==> config.mk <==
export PLATFORM = sky130hd
export DESIGN_NAME = peak_current_offtime_led_driver
export DESIGN_NICKNAME = d
export VERILOG_FILES = /design/src/logic/led_driver_pkg.sv /design/src/logic/sense_debounce.sv /design/src/logic/peak_current_offtime_led_driver.sv
export SDC_FILE = /design/constraint.sdc
export NUM_CORES = 1
export LEC_CHECK = 0
export ABC_AREA = 1
export ABC_CLOCK_PERIOD_IN_PS = 1970
export BUFFER_PORTS_ARGS = -buffer_cell sky130_fd_sc_hd__clkbuf_2
export CAP_MARGIN = 30
export CORE_ASPECT_RATIO = 1.1
export CORE_MARGIN = 8
export CORE_UTILIZATION = 54
export CTS_CLUSTER_DIAMETER = 200
export DETAILED_ROUTE_END_ITERATION = 8
export GPL_ROUTABILITY_DRIVEN = 0
export PLACE_DENSITY = 0.9
export SKIP_LAST_GASP = 1
export SYNTH_ARGS = -nofsm -noshare
export SYNTH_HDL_FRONTEND = slang
export SYNTH_SLANG_ARGS = --single-unit
==> constraint.sdc <==
create_clock -name sys_clk -period 1.97 [get_ports sys_clk]
set_clock_uncertainty 0.1 [all_clocks]
set_input_delay 0.591 -clock sys_clk [delete_from_list [all_inputs] [get_ports sys_clk]]
set_output_delay 0.591 -clock sys_clk [all_outputs]
set_load 0.05 [all_outputs]
==> src/logic/led_driver_pkg.sv <==
// Summary of operation
// - drive stays on until debounced sense reaches peak threshold, then off.
// - after peak, drive held off for counter-timed off interval, then on.
// - sense comparator result debounced about one microsecond before use.
// - switching runs only while light enable high; otherwise drive off.
// - jitter bit set XORs pseudo-random value into low three off-time bits.
// - random generator steps once per off period, from off-time timing.
// - configuration bit 19 selects internal (1) or external temperature sensor.
// - configuration bit 18 is jitter enable, one enables random off time.
// - configuration bits 17:15 select delay after reset before switching.
// - configuration bits 14:10 hold five-bit temperature shut-off threshold.
// - configuration bits 9:4 hold six-bit off-time setting.
// - configuration bits 3:0 hold four-bit peak current threshold.
// - configuration word held in non-volatile latch, written when programming.
package led_driver_pkg;
  localparam int cfg_w = 20;
  localparam int sensor_sel_bit = 19;
  localparam int jitter_bit = 18;
  localparam int por_hi = 17;
  localparam int por_lo = 15;
  localparam int temp_hi = 14;
  localparam int temp_lo = 10;
  localparam int off_hi = 9;
  localparam int off_lo = 4;
  localparam int peak_hi = 3;
  localparam int peak_lo = 0;
  localparam int clk_mhz = 20;
  localparam int debounce_ns = 1000;
  localparam int debounce_cyc = (debounce_ns * clk_mhz) / 1000;
  localparam logic [4:0] debounce_max = 5'(debounce_cyc - 1);
  localparam int off_unit_cyc = 4;
  localparam int por_unit_cyc = 4096;
  localparam logic [2:0] lfsr_seed = 3'h1;
  localparam logic [cfg_w-1:0] cfg_reset = 20'h00000;
  typedef enum logic [3:0] {
    st_delay = 4'h1,
    st_idle = 4'h2,
    st_on = 4'h4,
    st_off = 4'h8
  } state_type;
endpackage

==> src/logic/sense_debounce.sv <==
`timescale 1ns/100ps
module sense_debounce (
  input wire logic sys_clk,
  input wire logic rstn,
  input wire logic raw_in,
  output logic clean_out
);
  logic [4:0] cnt_q;
  logic clean_q;
  // only a high held for the full window counts; release is immediate
  // so short off times are not stretched by the filter
  always_ff @(posedge sys_clk)
  begin
    if (!rstn)
    begin
      cnt_q <= 5'h00;
      clean_q <= 1'b0;
    end
    else if (!raw_in)
    begin
      cnt_q <= 5'h00;
      clean_q <= 1'b0;
    end
    else if (clean_q)
    begin
      cnt_q <= 5'h00;
    end
    else if (cnt_q == led_driver_pkg::debounce_max)
    begin
      cnt_q <= 5'h00;
      clean_q <= raw_in;
    end
    else
    begin
      cnt_q <= cnt_q + 5'h01;
    end
  end
  assign clean_out = clean_q;
endmodule

==> src/logic/peak_current_offtime_led_driver.sv <==
`timescale 1ns/100ps
module peak_current_offtime_led_driver #(
  parameter int por_unit = led_driver_pkg::por_unit_cyc
) (
  input wire logic sys_clk,
  input wire logic rstn,
  input wire logic light_enable_input,
  input wire logic current_sense_pin,
  input wire logic temp_internal_over,
  input wire logic temp_external_over,
  input wire logic prog_write,
  input wire logic [19:0] prog_data,
  output logic [19:0] cfg_word,
  output logic [4:0] temp_threshold,
  output logic [3:0] peak_threshold,
  output logic temp_sensor_internal,
  output logic drive_out,
  output logic [5:0] eff_off_time
);
  logic [19:0] cfg_q;
  logic sense_clean;
  led_driver_pkg::state_type state_q;
  logic [5:0] off_cnt_q;
  logic [1:0] unit_q;
  logic [2:0] lfsr_q;
  logic [15:0] por_cnt_q;
  logic drive_q;
  logic [5:0] off_eff;
  logic over_temp;
  logic [2:0] por_sel;
  logic [15:0] por_target;

  // non-volatile: reset leaves it alone, only a programming strobe loads it
  always_ff @(posedge sys_clk)
  begin
    if (prog_write)
      cfg_q <= prog_data;
  end

  sense_debounce u_deb (
    .sys_clk(sys_clk),
    .rstn(rstn),
    .raw_in(current_sense_pin),
    .clean_out(sense_clean)
  );

  assign temp_sensor_internal = cfg_q[led_driver_pkg::sensor_sel_bit];
  assign over_temp = temp_sensor_internal ? temp_internal_over
                                          : temp_external_over;
  assign temp_threshold =
    cfg_q[led_driver_pkg::temp_hi:led_driver_pkg::temp_lo];
  assign peak_threshold =
    cfg_q[led_driver_pkg::peak_hi:led_driver_pkg::peak_lo];
  assign por_sel = cfg_q[led_driver_pkg::por_hi:led_driver_pkg::por_lo];
  assign por_target = 16'(por_sel) * 16'(por_unit);
  assign off_eff = cfg_q[led_driver_pkg::jitter_bit]
    ? {cfg_q[led_driver_pkg::off_hi:led_driver_pkg::off_lo+3],
       cfg_q[led_driver_pkg::off_lo+2:led_driver_pkg::off_lo] ^ lfsr_q}
    : cfg_q[led_driver_pkg::off_hi:led_driver_pkg::off_lo];

  // post-reset delay counter
  always_ff @(posedge sys_clk)
  begin
    if (!rstn)
      por_cnt_q <= 16'h0000;
    else if (state_q == led_driver_pkg::st_delay)
      por_cnt_q <= por_cnt_q + 16'h0001;
  end

  // off-time prescaler and compare counter
  always_ff @(posedge sys_clk)
  begin
    if (!rstn || state_q != led_driver_pkg::st_off)
    begin
      unit_q <= 2'h0;
      off_cnt_q <= 6'h00;
    end
    else
    begin
      unit_q <= unit_q + 2'h1;
      if (unit_q == 2'(led_driver_pkg::off_unit_cyc - 1))
        off_cnt_q <= off_cnt_q + 6'h01;
    end
  end

  // lfsr steps at each off-period end; never all zero
  always_ff @(posedge sys_clk)
  begin
    if (!rstn)
      lfsr_q <= led_driver_pkg::lfsr_seed;
    else if (state_q == led_driver_pkg::st_off && off_cnt_q >= off_eff)
      lfsr_q <= {lfsr_q[1:0], lfsr_q[2] ^ lfsr_q[1]};
  end

  always_ff @(posedge sys_clk)
  begin
    if (!rstn)
      state_q <= led_driver_pkg::st_delay;
    else
    begin
      case (state_q)
        led_driver_pkg::st_delay:
          if (por_cnt_q >= por_target)
            state_q <= led_driver_pkg::st_idle;
        led_driver_pkg::st_idle:
          if (light_enable_input && !over_temp)
            state_q <= led_driver_pkg::st_on;
        led_driver_pkg::st_on:
          if (!light_enable_input || over_temp)
            state_q <= led_driver_pkg::st_idle;
          else if (sense_clean)
            state_q <= led_driver_pkg::st_off;
        led_driver_pkg::st_off:
          if (!light_enable_input || over_temp)
            state_q <= led_driver_pkg::st_idle;
          else if (off_cnt_q >= off_eff)
            state_q <= led_driver_pkg::st_on;
        default:
          state_q <= led_driver_pkg::st_idle;
      endcase
    end
  end

  // registered drive: on in on and idle phases and at off-phase end, gated by enable, over-temperature and sense
  always_ff @(posedge sys_clk)
  begin
    if (!rstn)
      drive_q <= 1'b0;
    else
      drive_q <= light_enable_input && !over_temp && !sense_clean &&
        (state_q == led_driver_pkg::st_on ||
         (state_q == led_driver_pkg::st_idle) ||
         (state_q == led_driver_pkg::st_off && off_cnt_q >= off_eff));
  end

  assign drive_out = drive_q;
  assign cfg_word = cfg_q;
  assign eff_off_time = off_eff;
endmodule

# Word level (Yosys, flattened, before mapping)
# Index checks and enable logic that the tools add are counted.
dict set report word_totals {
  inputBits 27
  ff_bits 58
}
dict set report op_classes {
  n_addsub 4
  bitwise 4
  mux 11
  reduce_logical 15
  n_eq_ne 11
  magnitude_cmp 2
}
# op n
set op_table {}
lappend op_table {{$mux 4} 6}
lappend op_table {{$add 16x1->16 const B} 1}
lappend op_table {{$ge 16x15->1} 1}
lappend op_table {{$pmux 4 s4} 1}
lappend op_table {{$add 6x1->6 const B} 1}
lappend op_table {{$ge 6x6->1} 1}
lappend op_table {{$add 5x1->5 const B} 1}
lappend op_table {{$eq 5x5->1 const B} 1}
lappend op_table {{$eq 4x1->1 const B} 1}
lappend op_table {{$eq 4x2->1 const B} 1}
lappend op_table {{$eq 4x3->1 const B} 1}
lappend op_table {{$eq 4x4->1 const B} 1}
lappend op_table {{$logic_and 1x1->1} 4}
lappend op_table {{$logic_not 1->1} 4}
lappend op_table {{$logic_or 1x1->1} 4}
lappend op_table {{$ne 4x4->1 const B} 1}
lappend op_table {{$reduce_and 4->1} 1}
lappend op_table {{$reduce_or 4->1} 1}
lappend op_table {{$mux 1} 3}
lappend op_table {{$mux 3} 1}
lappend op_table {{$ne 3x1->1 const B} 1}
lappend op_table {{$ne 3x2->1 const B} 1}
lappend op_table {{$xor 3x3->3} 1}
lappend op_table {{$add 2x1->2 const B} 1}
lappend op_table {{6 further kinds} 7}

# Depth between registers and ports, before layout
# Gate-level depths: netlist (run 1).
dict set report logic_depth {
  ltp_word 6
  ltp_mapped 13
}

# Modules after synthesis
# Synthesis (run 1) repeated with hierarchy kept, for this count alone.
dict set report hier_totals {
  cells_unflattened 353
  area_unflattened_um2 2856.5
}
# module instances cells_each area_each_um2 seq_area_each_um2
set by_module_without_submodules {}
lappend by_module_without_submodules {peak_current_offtime_led_driver 1 320 2606.2 1241.2}
lappend by_module_without_submodules {sense_debounce 1 33 250.2 120.1}

# Worst setup path after synthesis (run 1)
# OpenSTA, ideal clock, no wires.
dict set report synth_path {
  path_kind {flip-flop to flip-flop}
  start {register cfg_q[18] (netlist: cfg_word[18])}
  end {register lfsr_q[1]}
  required_ns 1.754
  setup_slack_ns -0.877
  path_buffers 0
  period_less_slack_ns 2.847
  t_arrival_ns 2.632
  path_stages_with_launch 14
  path_cell_list {edfxtp_1 -> nand2_1 -> xnor2_1 -> ha_1 -> inv_1 -> nand2_1 -> nand2_1 -> nand2_1 -> nand2_1 -> nand2_1 -> nand2_1 -> inv_1 -> nor2_1 -> nor2_1}
}
dict set report synth_between {
  elab_chain_cells 3
}
# item line_no
set synth_lines {}
lappend synth_lines {{start, declared} peak_current_offtime_led_driver.sv:20} ;# logic [19:0] cfg_q;
lappend synth_lines {{start signal, assigned} peak_current_offtime_led_driver.sv:37} ;# cfg_q <= prog_data;
lappend synth_lines {{$mux 3} peak_current_offtime_led_driver.sv:57} ;# ? {cfg_q[led_driver_pkg::off_hi:led_driver_pkg::off_lo+3],
lappend synth_lines {{named net eff_off_time[0]} peak_current_offtime_led_driver.sv:18} ;# output logic [5:0] eff_off_time
lappend synth_lines {{$ge 6x6->1} peak_current_offtime_led_driver.sv:91} ;# else if (state_q == led_driver_pkg::st_off && off_cnt_q >= off_eff)
lappend synth_lines {{$logic_and 1x1->1} peak_current_offtime_led_driver.sv:91}
lappend synth_lines {{end signal, assigned} peak_current_offtime_led_driver.sv:90} ;# lfsr_q <= led_driver_pkg::lfsr_seed;
lappend synth_lines {{end signal, assigned} peak_current_offtime_led_driver.sv:92} ;# lfsr_q <= {lfsr_q[1:0], lfsr_q[2] ^ lfsr_q[1]};
lappend synth_lines {{end, declared} peak_current_offtime_led_driver.sv:25} ;# logic [2:0] lfsr_q;
# The timed path passes the listed nets, and every way through them passes these cells.
# A chain may end at the register's enable or synchronous reset.

# Final worst setup path (run 1)
dict set report layout_path {
  start {register cfg_q[18] (netlist: cfg_word[18])}
  end {register lfsr_q[1]}
}
dict set report layout_between {
  elab_chain_cells 3
}
# item line_no
set layout_lines {}
lappend layout_lines {{$mux 3} peak_current_offtime_led_driver.sv:57}
lappend layout_lines {{$ge 6x6->1} peak_current_offtime_led_driver.sv:91}
lappend layout_lines {{$logic_and 1x1->1} peak_current_offtime_led_driver.sv:91}
# No other way between the ends.

==> results of run 1 <==
-- cells by family after synthesis --
logic type                 synth area share
xor gates and xnor gates             0.0304
muxes                               0.00347
AOI/OAI and AO/OA                    0.0617
and+or+nand+nor                       0.262
buffers and inverters                 0.109
DFF                                   0.472
adders and majority gates            0.0608
-- path summary, 6_finish.rpt --
kind,from,end,slack (ns),cells past startpoint
setup / recovery,cfg_word[18],lfsr_q[1],-0.06,13
hold / removal,prog_data[8],cfg_word[8],0.31,1
setup reg to reg,cfg_word[18],lfsr_q[1],-0.06,13
hold reg to reg,unit_q[0],unit_q[0],0.33,1
-- layout make-up --
class | count | area [um^2] | area share
sequential | 58 | 1360 | 0.387
multi-input combinational | 221 | 1320 | 0.373
timing repair buffer | 66 | 370 | 0.105
inverter | 48 | 198 | 0.0561
clock buffer | 9 | 124 | 0.0352
clock inverter | 7 | 77.6 | 0.0220
tap | 60 | 75.1 | 0.0213
-- layout by cell type (no fill, tap or decap), types with 2 or more instances in the layout --
cell        instances
nor3b_1             3
clkbuf_2           60
buf_4               2
nand3_1            17
nor2_1             50
buf_8               2
nor2_2              4
o21a_1              2
xnor2_1             2
o21ai_1             5
clkinvlp_4          4
xor2_1              5
a21oi_1            15
dfxtp_1            38
o21ai_0             6
inv_6               2
nor3_1              4
ha_1               12
inv_1              41
clkbuf_8           10
nand3_2             6
nand4_1             3
inv_2               4
nor2_4              4
edfxtp_1           20
nand2_1            57
nand2_4             3
nand2_2            11
a31oi_1             2
-- state kept, by name (all words and copies together), names as in the netlist --
register and count:
off_cnt_q 6, por_cnt_q 16, u_deb.clean_out 1, u_deb.cnt_q 5, drive_out 1, lfsr_q 3, unit_q 2, cfg_word 20
state_q 4
-- per-layer routing --
metal	vias up	global-route usage	part of all wire
met1	1177	0.171	0.36
met2	112	0.318	0.53
li1	1205	-	-
met4	0	0.123	0.039
met5	-	0	0
met3	27	0.0452	0.063
-- power groups by stage --
stage / clock network [W] / logic (W) / registers [W]
after floorplan: 0 / 0.000494 / 0.00154
after global placement: 0 / 0.000732 / 0.00143
after detailed placement: 0 / 0.000763 / 0.00143
after CTS: 0.00114 / 0.000789 / 0.00141
after global routing: 0.00119 / 0.000894 / 0.00142
final: 0.00113 / 0.000826 / 0.00141
-- per-stage QoR --
stage                     cells  power [W]
after floorplan             342    0.00203
after global placement      451    0.00216
after detailed placement    451    0.00220
after CTS                   469    0.00333
after global routing        469    0.00350
final                       469    0.00337
-- timing repair --
action,4_1_cts,5_1_grt
setup buffers,2,0
pin swaps,5,12
hold endpoints to repair,0,0
gates resized for setup,8,20
hold buffers,0,0
setup endpoints to repair,3,10
-- worst max-delay path: stages, from the launching register on --
cell and delay [ns]:
edfxtp_1 0.47, nand2_2 0.16, xor2_4 0.18, buf_6 0.13
inv_4 0.03, ha_4 0.23, nand2_2 0.07, nand2_2 0.07
nand2_2 0.08, nand2_2 0.08, nand2_4 0.12, inv_2 0.06
nor2_1 0.10, nor2_1 0.05
==> run metrics, run 1 <==
status finished with violations; violated checks negative setup slack; top post-synthesis cells by area dfxtp_1, edfxtp_1, nand2_1; sw frac 0.362; FP Rows 28; post-synthesis register bit count 58; synth warn 0; Vias approximately 2500; Max Freq 492 MHz; Synth Flop Type dfxtp_1; synth cell count leaders nand2_1, nor2_1, inv_1, dfxtp_1, edfxtp_1; largest net degree at the start of global routing 21; Final HPWL DP 5110 um; Mapped Cells 342; Min Clock Period, post-route 2.03 ns; area share of the largest cell type after synthesis 0.264; critical path arrival 2.17 ns; Startpoint Class flip-flop; Flop pwr share 0.420; die height 92.6 um; Hold WC Path Type input port to flip-flop; total gr overflow 0; Layout area overhead 22.2%; PwrDens 956 nW/um^2; Gate power share 0.245; Required @ worst endpoint 2.11 ns; DRT Wirelength ~7100 um; number of synthesized flops with an enable pin 20; TritonCTS clock tree yes; Vias/cell 5.38; Clock transition at path regs 0.08 ns; Final Hold Fails 0; Clock Latency Late Sink 0.35 ns; Final WS setup -0.0629 ns; Max Slew Vio Count 0; actual slew at the worst max-slew pin 0.509 ns; first-pass GRT wire length 10900 um; count leader, synth nand2_1; WS Path Type flip-flop to flip-flop; Final Instance Area 3520 um^2; Max VDD drop 1.15 mV; die area 7930 um^2; final setup TNS -0.302 ns; Setup crit end kind flip-flop; antenna-violating nets left 0; async set-or-reset flop fraction in the synthesized netlist 0; I/O pin count 64; core area 5260 um^2; Final period util 1.03; RSZ-0062 raised after global routing true; initial core utilization 0.548; First DRT Iteration DRCs 229; Mapped Avg Cell Area 8.43 um^2; drt drc 0; Cell Area, Synth 2880 um^2; Antenna Cells 0; share of layout cells above drive strength 1 0.303; Clock power frac 0.335; Max Root-Sink Buffers 2; area leader, netlist dfxtp_1; Post-layout nets 445; Net Sw Power 0.00122 W; Syn Nets approximately 380; MaxCap Viol Count 0; I/O Buffers 63; pre-CTS setup slack a little over 0.1 ns; Overall Global Routing Usage 0.176; H-tree levels 3; crit path max fanout 6; Final setup violation count 9; count of filler cells inserted in the layout 375; TritonCTS Buffers 9; CTS root buf clkbuf_8; fin util 0.670; vias in the first global route between 2000 and 2500; Int Power 0.00215 W; worst relative slew slack 0.661; Seq/Total Area, Yosys 0.472; antenna violations before repair 0; Pre-antenna DRT Iters 5; Lkg Pwr 1.59 nW; # clock sinks between 50 and 60; WL/cell ~15 um; Die Width 85.7 um; placed cell areas 3210 um^2; Yosys cell types 31; final hold slack 0.309 ns
No activity file was read; power rests on OpenSTA's default activity.
==> run 2, diff against run 1 <==
--- a/config.mk
+++ b/config.mk
@@ -16,4 +16,5 @@
 export DETAILED_ROUTE_END_ITERATION = 8
 export GPL_ROUTABILITY_DRIVEN = 0
+export MAX_ROUTING_LAYER = met4
 export PLACE_DENSITY = 0.9
 export SKIP_LAST_GASP = 1
==> constraint.sdc (replaced) <==
create_clock -name sys_clk -period 1.97 [get_ports sys_clk]
set_clock_uncertainty 0.1 [all_clocks]
set_input_delay 0.197 -clock sys_clk [delete_from_list [all_inputs] [get_ports sys_clk]]
set_output_delay 0.197 -clock sys_clk [all_outputs]
set_load 0.05 [all_outputs]
==> run 2 against run 1 <==
Effect of this change:
- the flow now finishes without violations
- register-to-register slack improved by 0.16 ns
- flip-flop and latch count did not move
- combinational power barely moved
- routed wire length fell by 3.7%
- first-iteration DRC count fell by 37%
- largest power group unchanged
==> run metrics, run 2 (synthesis gave the netlist of run 1 again) <==
Overall Global Routing Usage 0.187; Max Freq 533 MHz; commonest non-fill, non-tap cell in the layout nand2_1; vias in the first global route between 2000 and 3000; first-pass GRT wire length 11300 um; total gr overflow 0; Max Root-Sink Buffers 2; Setup crit start cfg_word[18]; most frequent cells in the layout nand2_1, clkbuf_2, nor2_1; worst hold path startpoint light_enable_input; # clock sinks 58; Antenna Cells 0; die height 92.6 um; Clock transition at path regs around 0.070 ns; TritonCTS Buffers 9; Required @ worst endpoint ~2.1 ns; TritonCTS clock tree yes; largest net degree at the start of global routing 21; antenna-violating nets left 0; I/O Buffers 63; count of filler cells inserted in the layout 379; PnR Total Power between 0.003 and 0.004 W; Post-layout nets between 400 and 500; Final Instance Area about 3600 um^2; Final Hold Fails 0; PwrDens 904 nW/um^2; share of layout cells above drive strength 1 0.255; final hold slack 0.112 ns; actual slew at the worst max-slew pin ~0.48 ns; H-tree levels 3; reg-to-reg startpoint cfg_word[18]; initial core utilization 0.548; final setup TNS 0 ns; Final period util 0.952; MaxCap Viol Count 0; placed cell areas 3210 um^2; die area 7930 um^2; DRT Wirelength 6870 um; Lkg Pwr 1.65 nW; crit path max fanout 6; Vias/cell 5.16; multi-input logic area 1290 um^2; Pre-antenna DRT Iters 5; Max Slew Vio Count 0; I/O pin count 64; WS Path Type flip-flop to flip-flop; Post-CTS Setup Bufs 0; Min Clock Period, post-route 1.88 ns; number of flip-flops under the largest register name 20; register area 1360 um^2; status completed; Startpoint Class flip-flop; worst relative slew slack 0.677; Final setup violation count 0; CTS root buf clkbuf_8; First DRT Iteration DRCs 145; Die Width ~86 um; WL/cell 14.1 um; Layout area overhead 26.4%; antenna violations before repair 0; core area around 5300 um^2; Final HPWL DP ~4800 um; Clock Latency Late Sink around 0.34 ns; FP Rows 28; Hold WC Path Type input port to flip-flop; Vias 2518; Max VDD drop 0.744 mV; drt drc 0; Setup crit end kind flip-flop; R2R Setup Slk 0.09 ns; critical path arrival about 2.0 ns
[run 2: report_power, final]
group | total [W] | switching (W) | leakage [nW] | internal, W
Clock | 0.00106 | 0.000482 | 0.0974 | 0.000575
Combinational | 0.000825 | 0.000584 | 1.05 | 0.000241
Sequential | 0.00141 | 0.0000807 | 0.503 | 0.00133
Total | 0.00329 | 0.00115 | 1.65 | 0.00215
[run 2: layer usage]
layer  up-vias  share of wire  GRT usage
li1       1251              -          -
met3        24          0.046     0.0461
met1      1155           0.39      0.185
met5         -              0          -
met4         0          0.040      0.104
met2        88           0.52      0.328
[run 2: what timing repair did]
action	CTS	global route
endpoints found under the setup margin	0	2
hold buffers	21	0
endpoints found under the hold margin	21	0
gates resized for setup	0	7
[run 2: final cells by class]
cell class,instances,share of cell area
timing repair buffer,85,0.146
clock inverter,6,0.0158
clock buffer,10,0.0351
tap,60,0.0206
multi-input combinational,221,0.355
sequential,58,0.374
inverter,48,0.0536
[run 2: worst paths after layout]
kind | endpoint | cells past startpoint
setup / recovery | lfsr_q[1] | 11
hold / removal | state_q[3] | 5
setup reg to reg | lfsr_q[1] | 11
hold reg to reg | unit_q[0] | 1
[run 2: critical path, cell delays in order (launching register included)]
cell      delay (ns)
edfxtp_1        0.42
nand2_1         0.11
xor2_2          0.16
ha_1            0.19
nand2_1         0.06
nand2_1         0.05
a21oi_1         0.20
nand2_1         0.11
nand2_2         0.14
inv_2           0.06
nor2_1          0.10
nor2_1          0.05
[run 2: metrics by stage]
| stage | cells | worst slack (ns) | util |
|---|---|---|---|
| after floorplan | 342 | -0.345 | - |
| after global placement | 451 | 0.243 | 0.611 |
| after detailed placement | 451 | 0.0766 | 0.611 |
| after CTS | 488 | 0.0663 | 0.686 |
| after global routing | 488 | -0.0223 | 0.693 |
| final | 488 | 0.0944 | 0.693 |
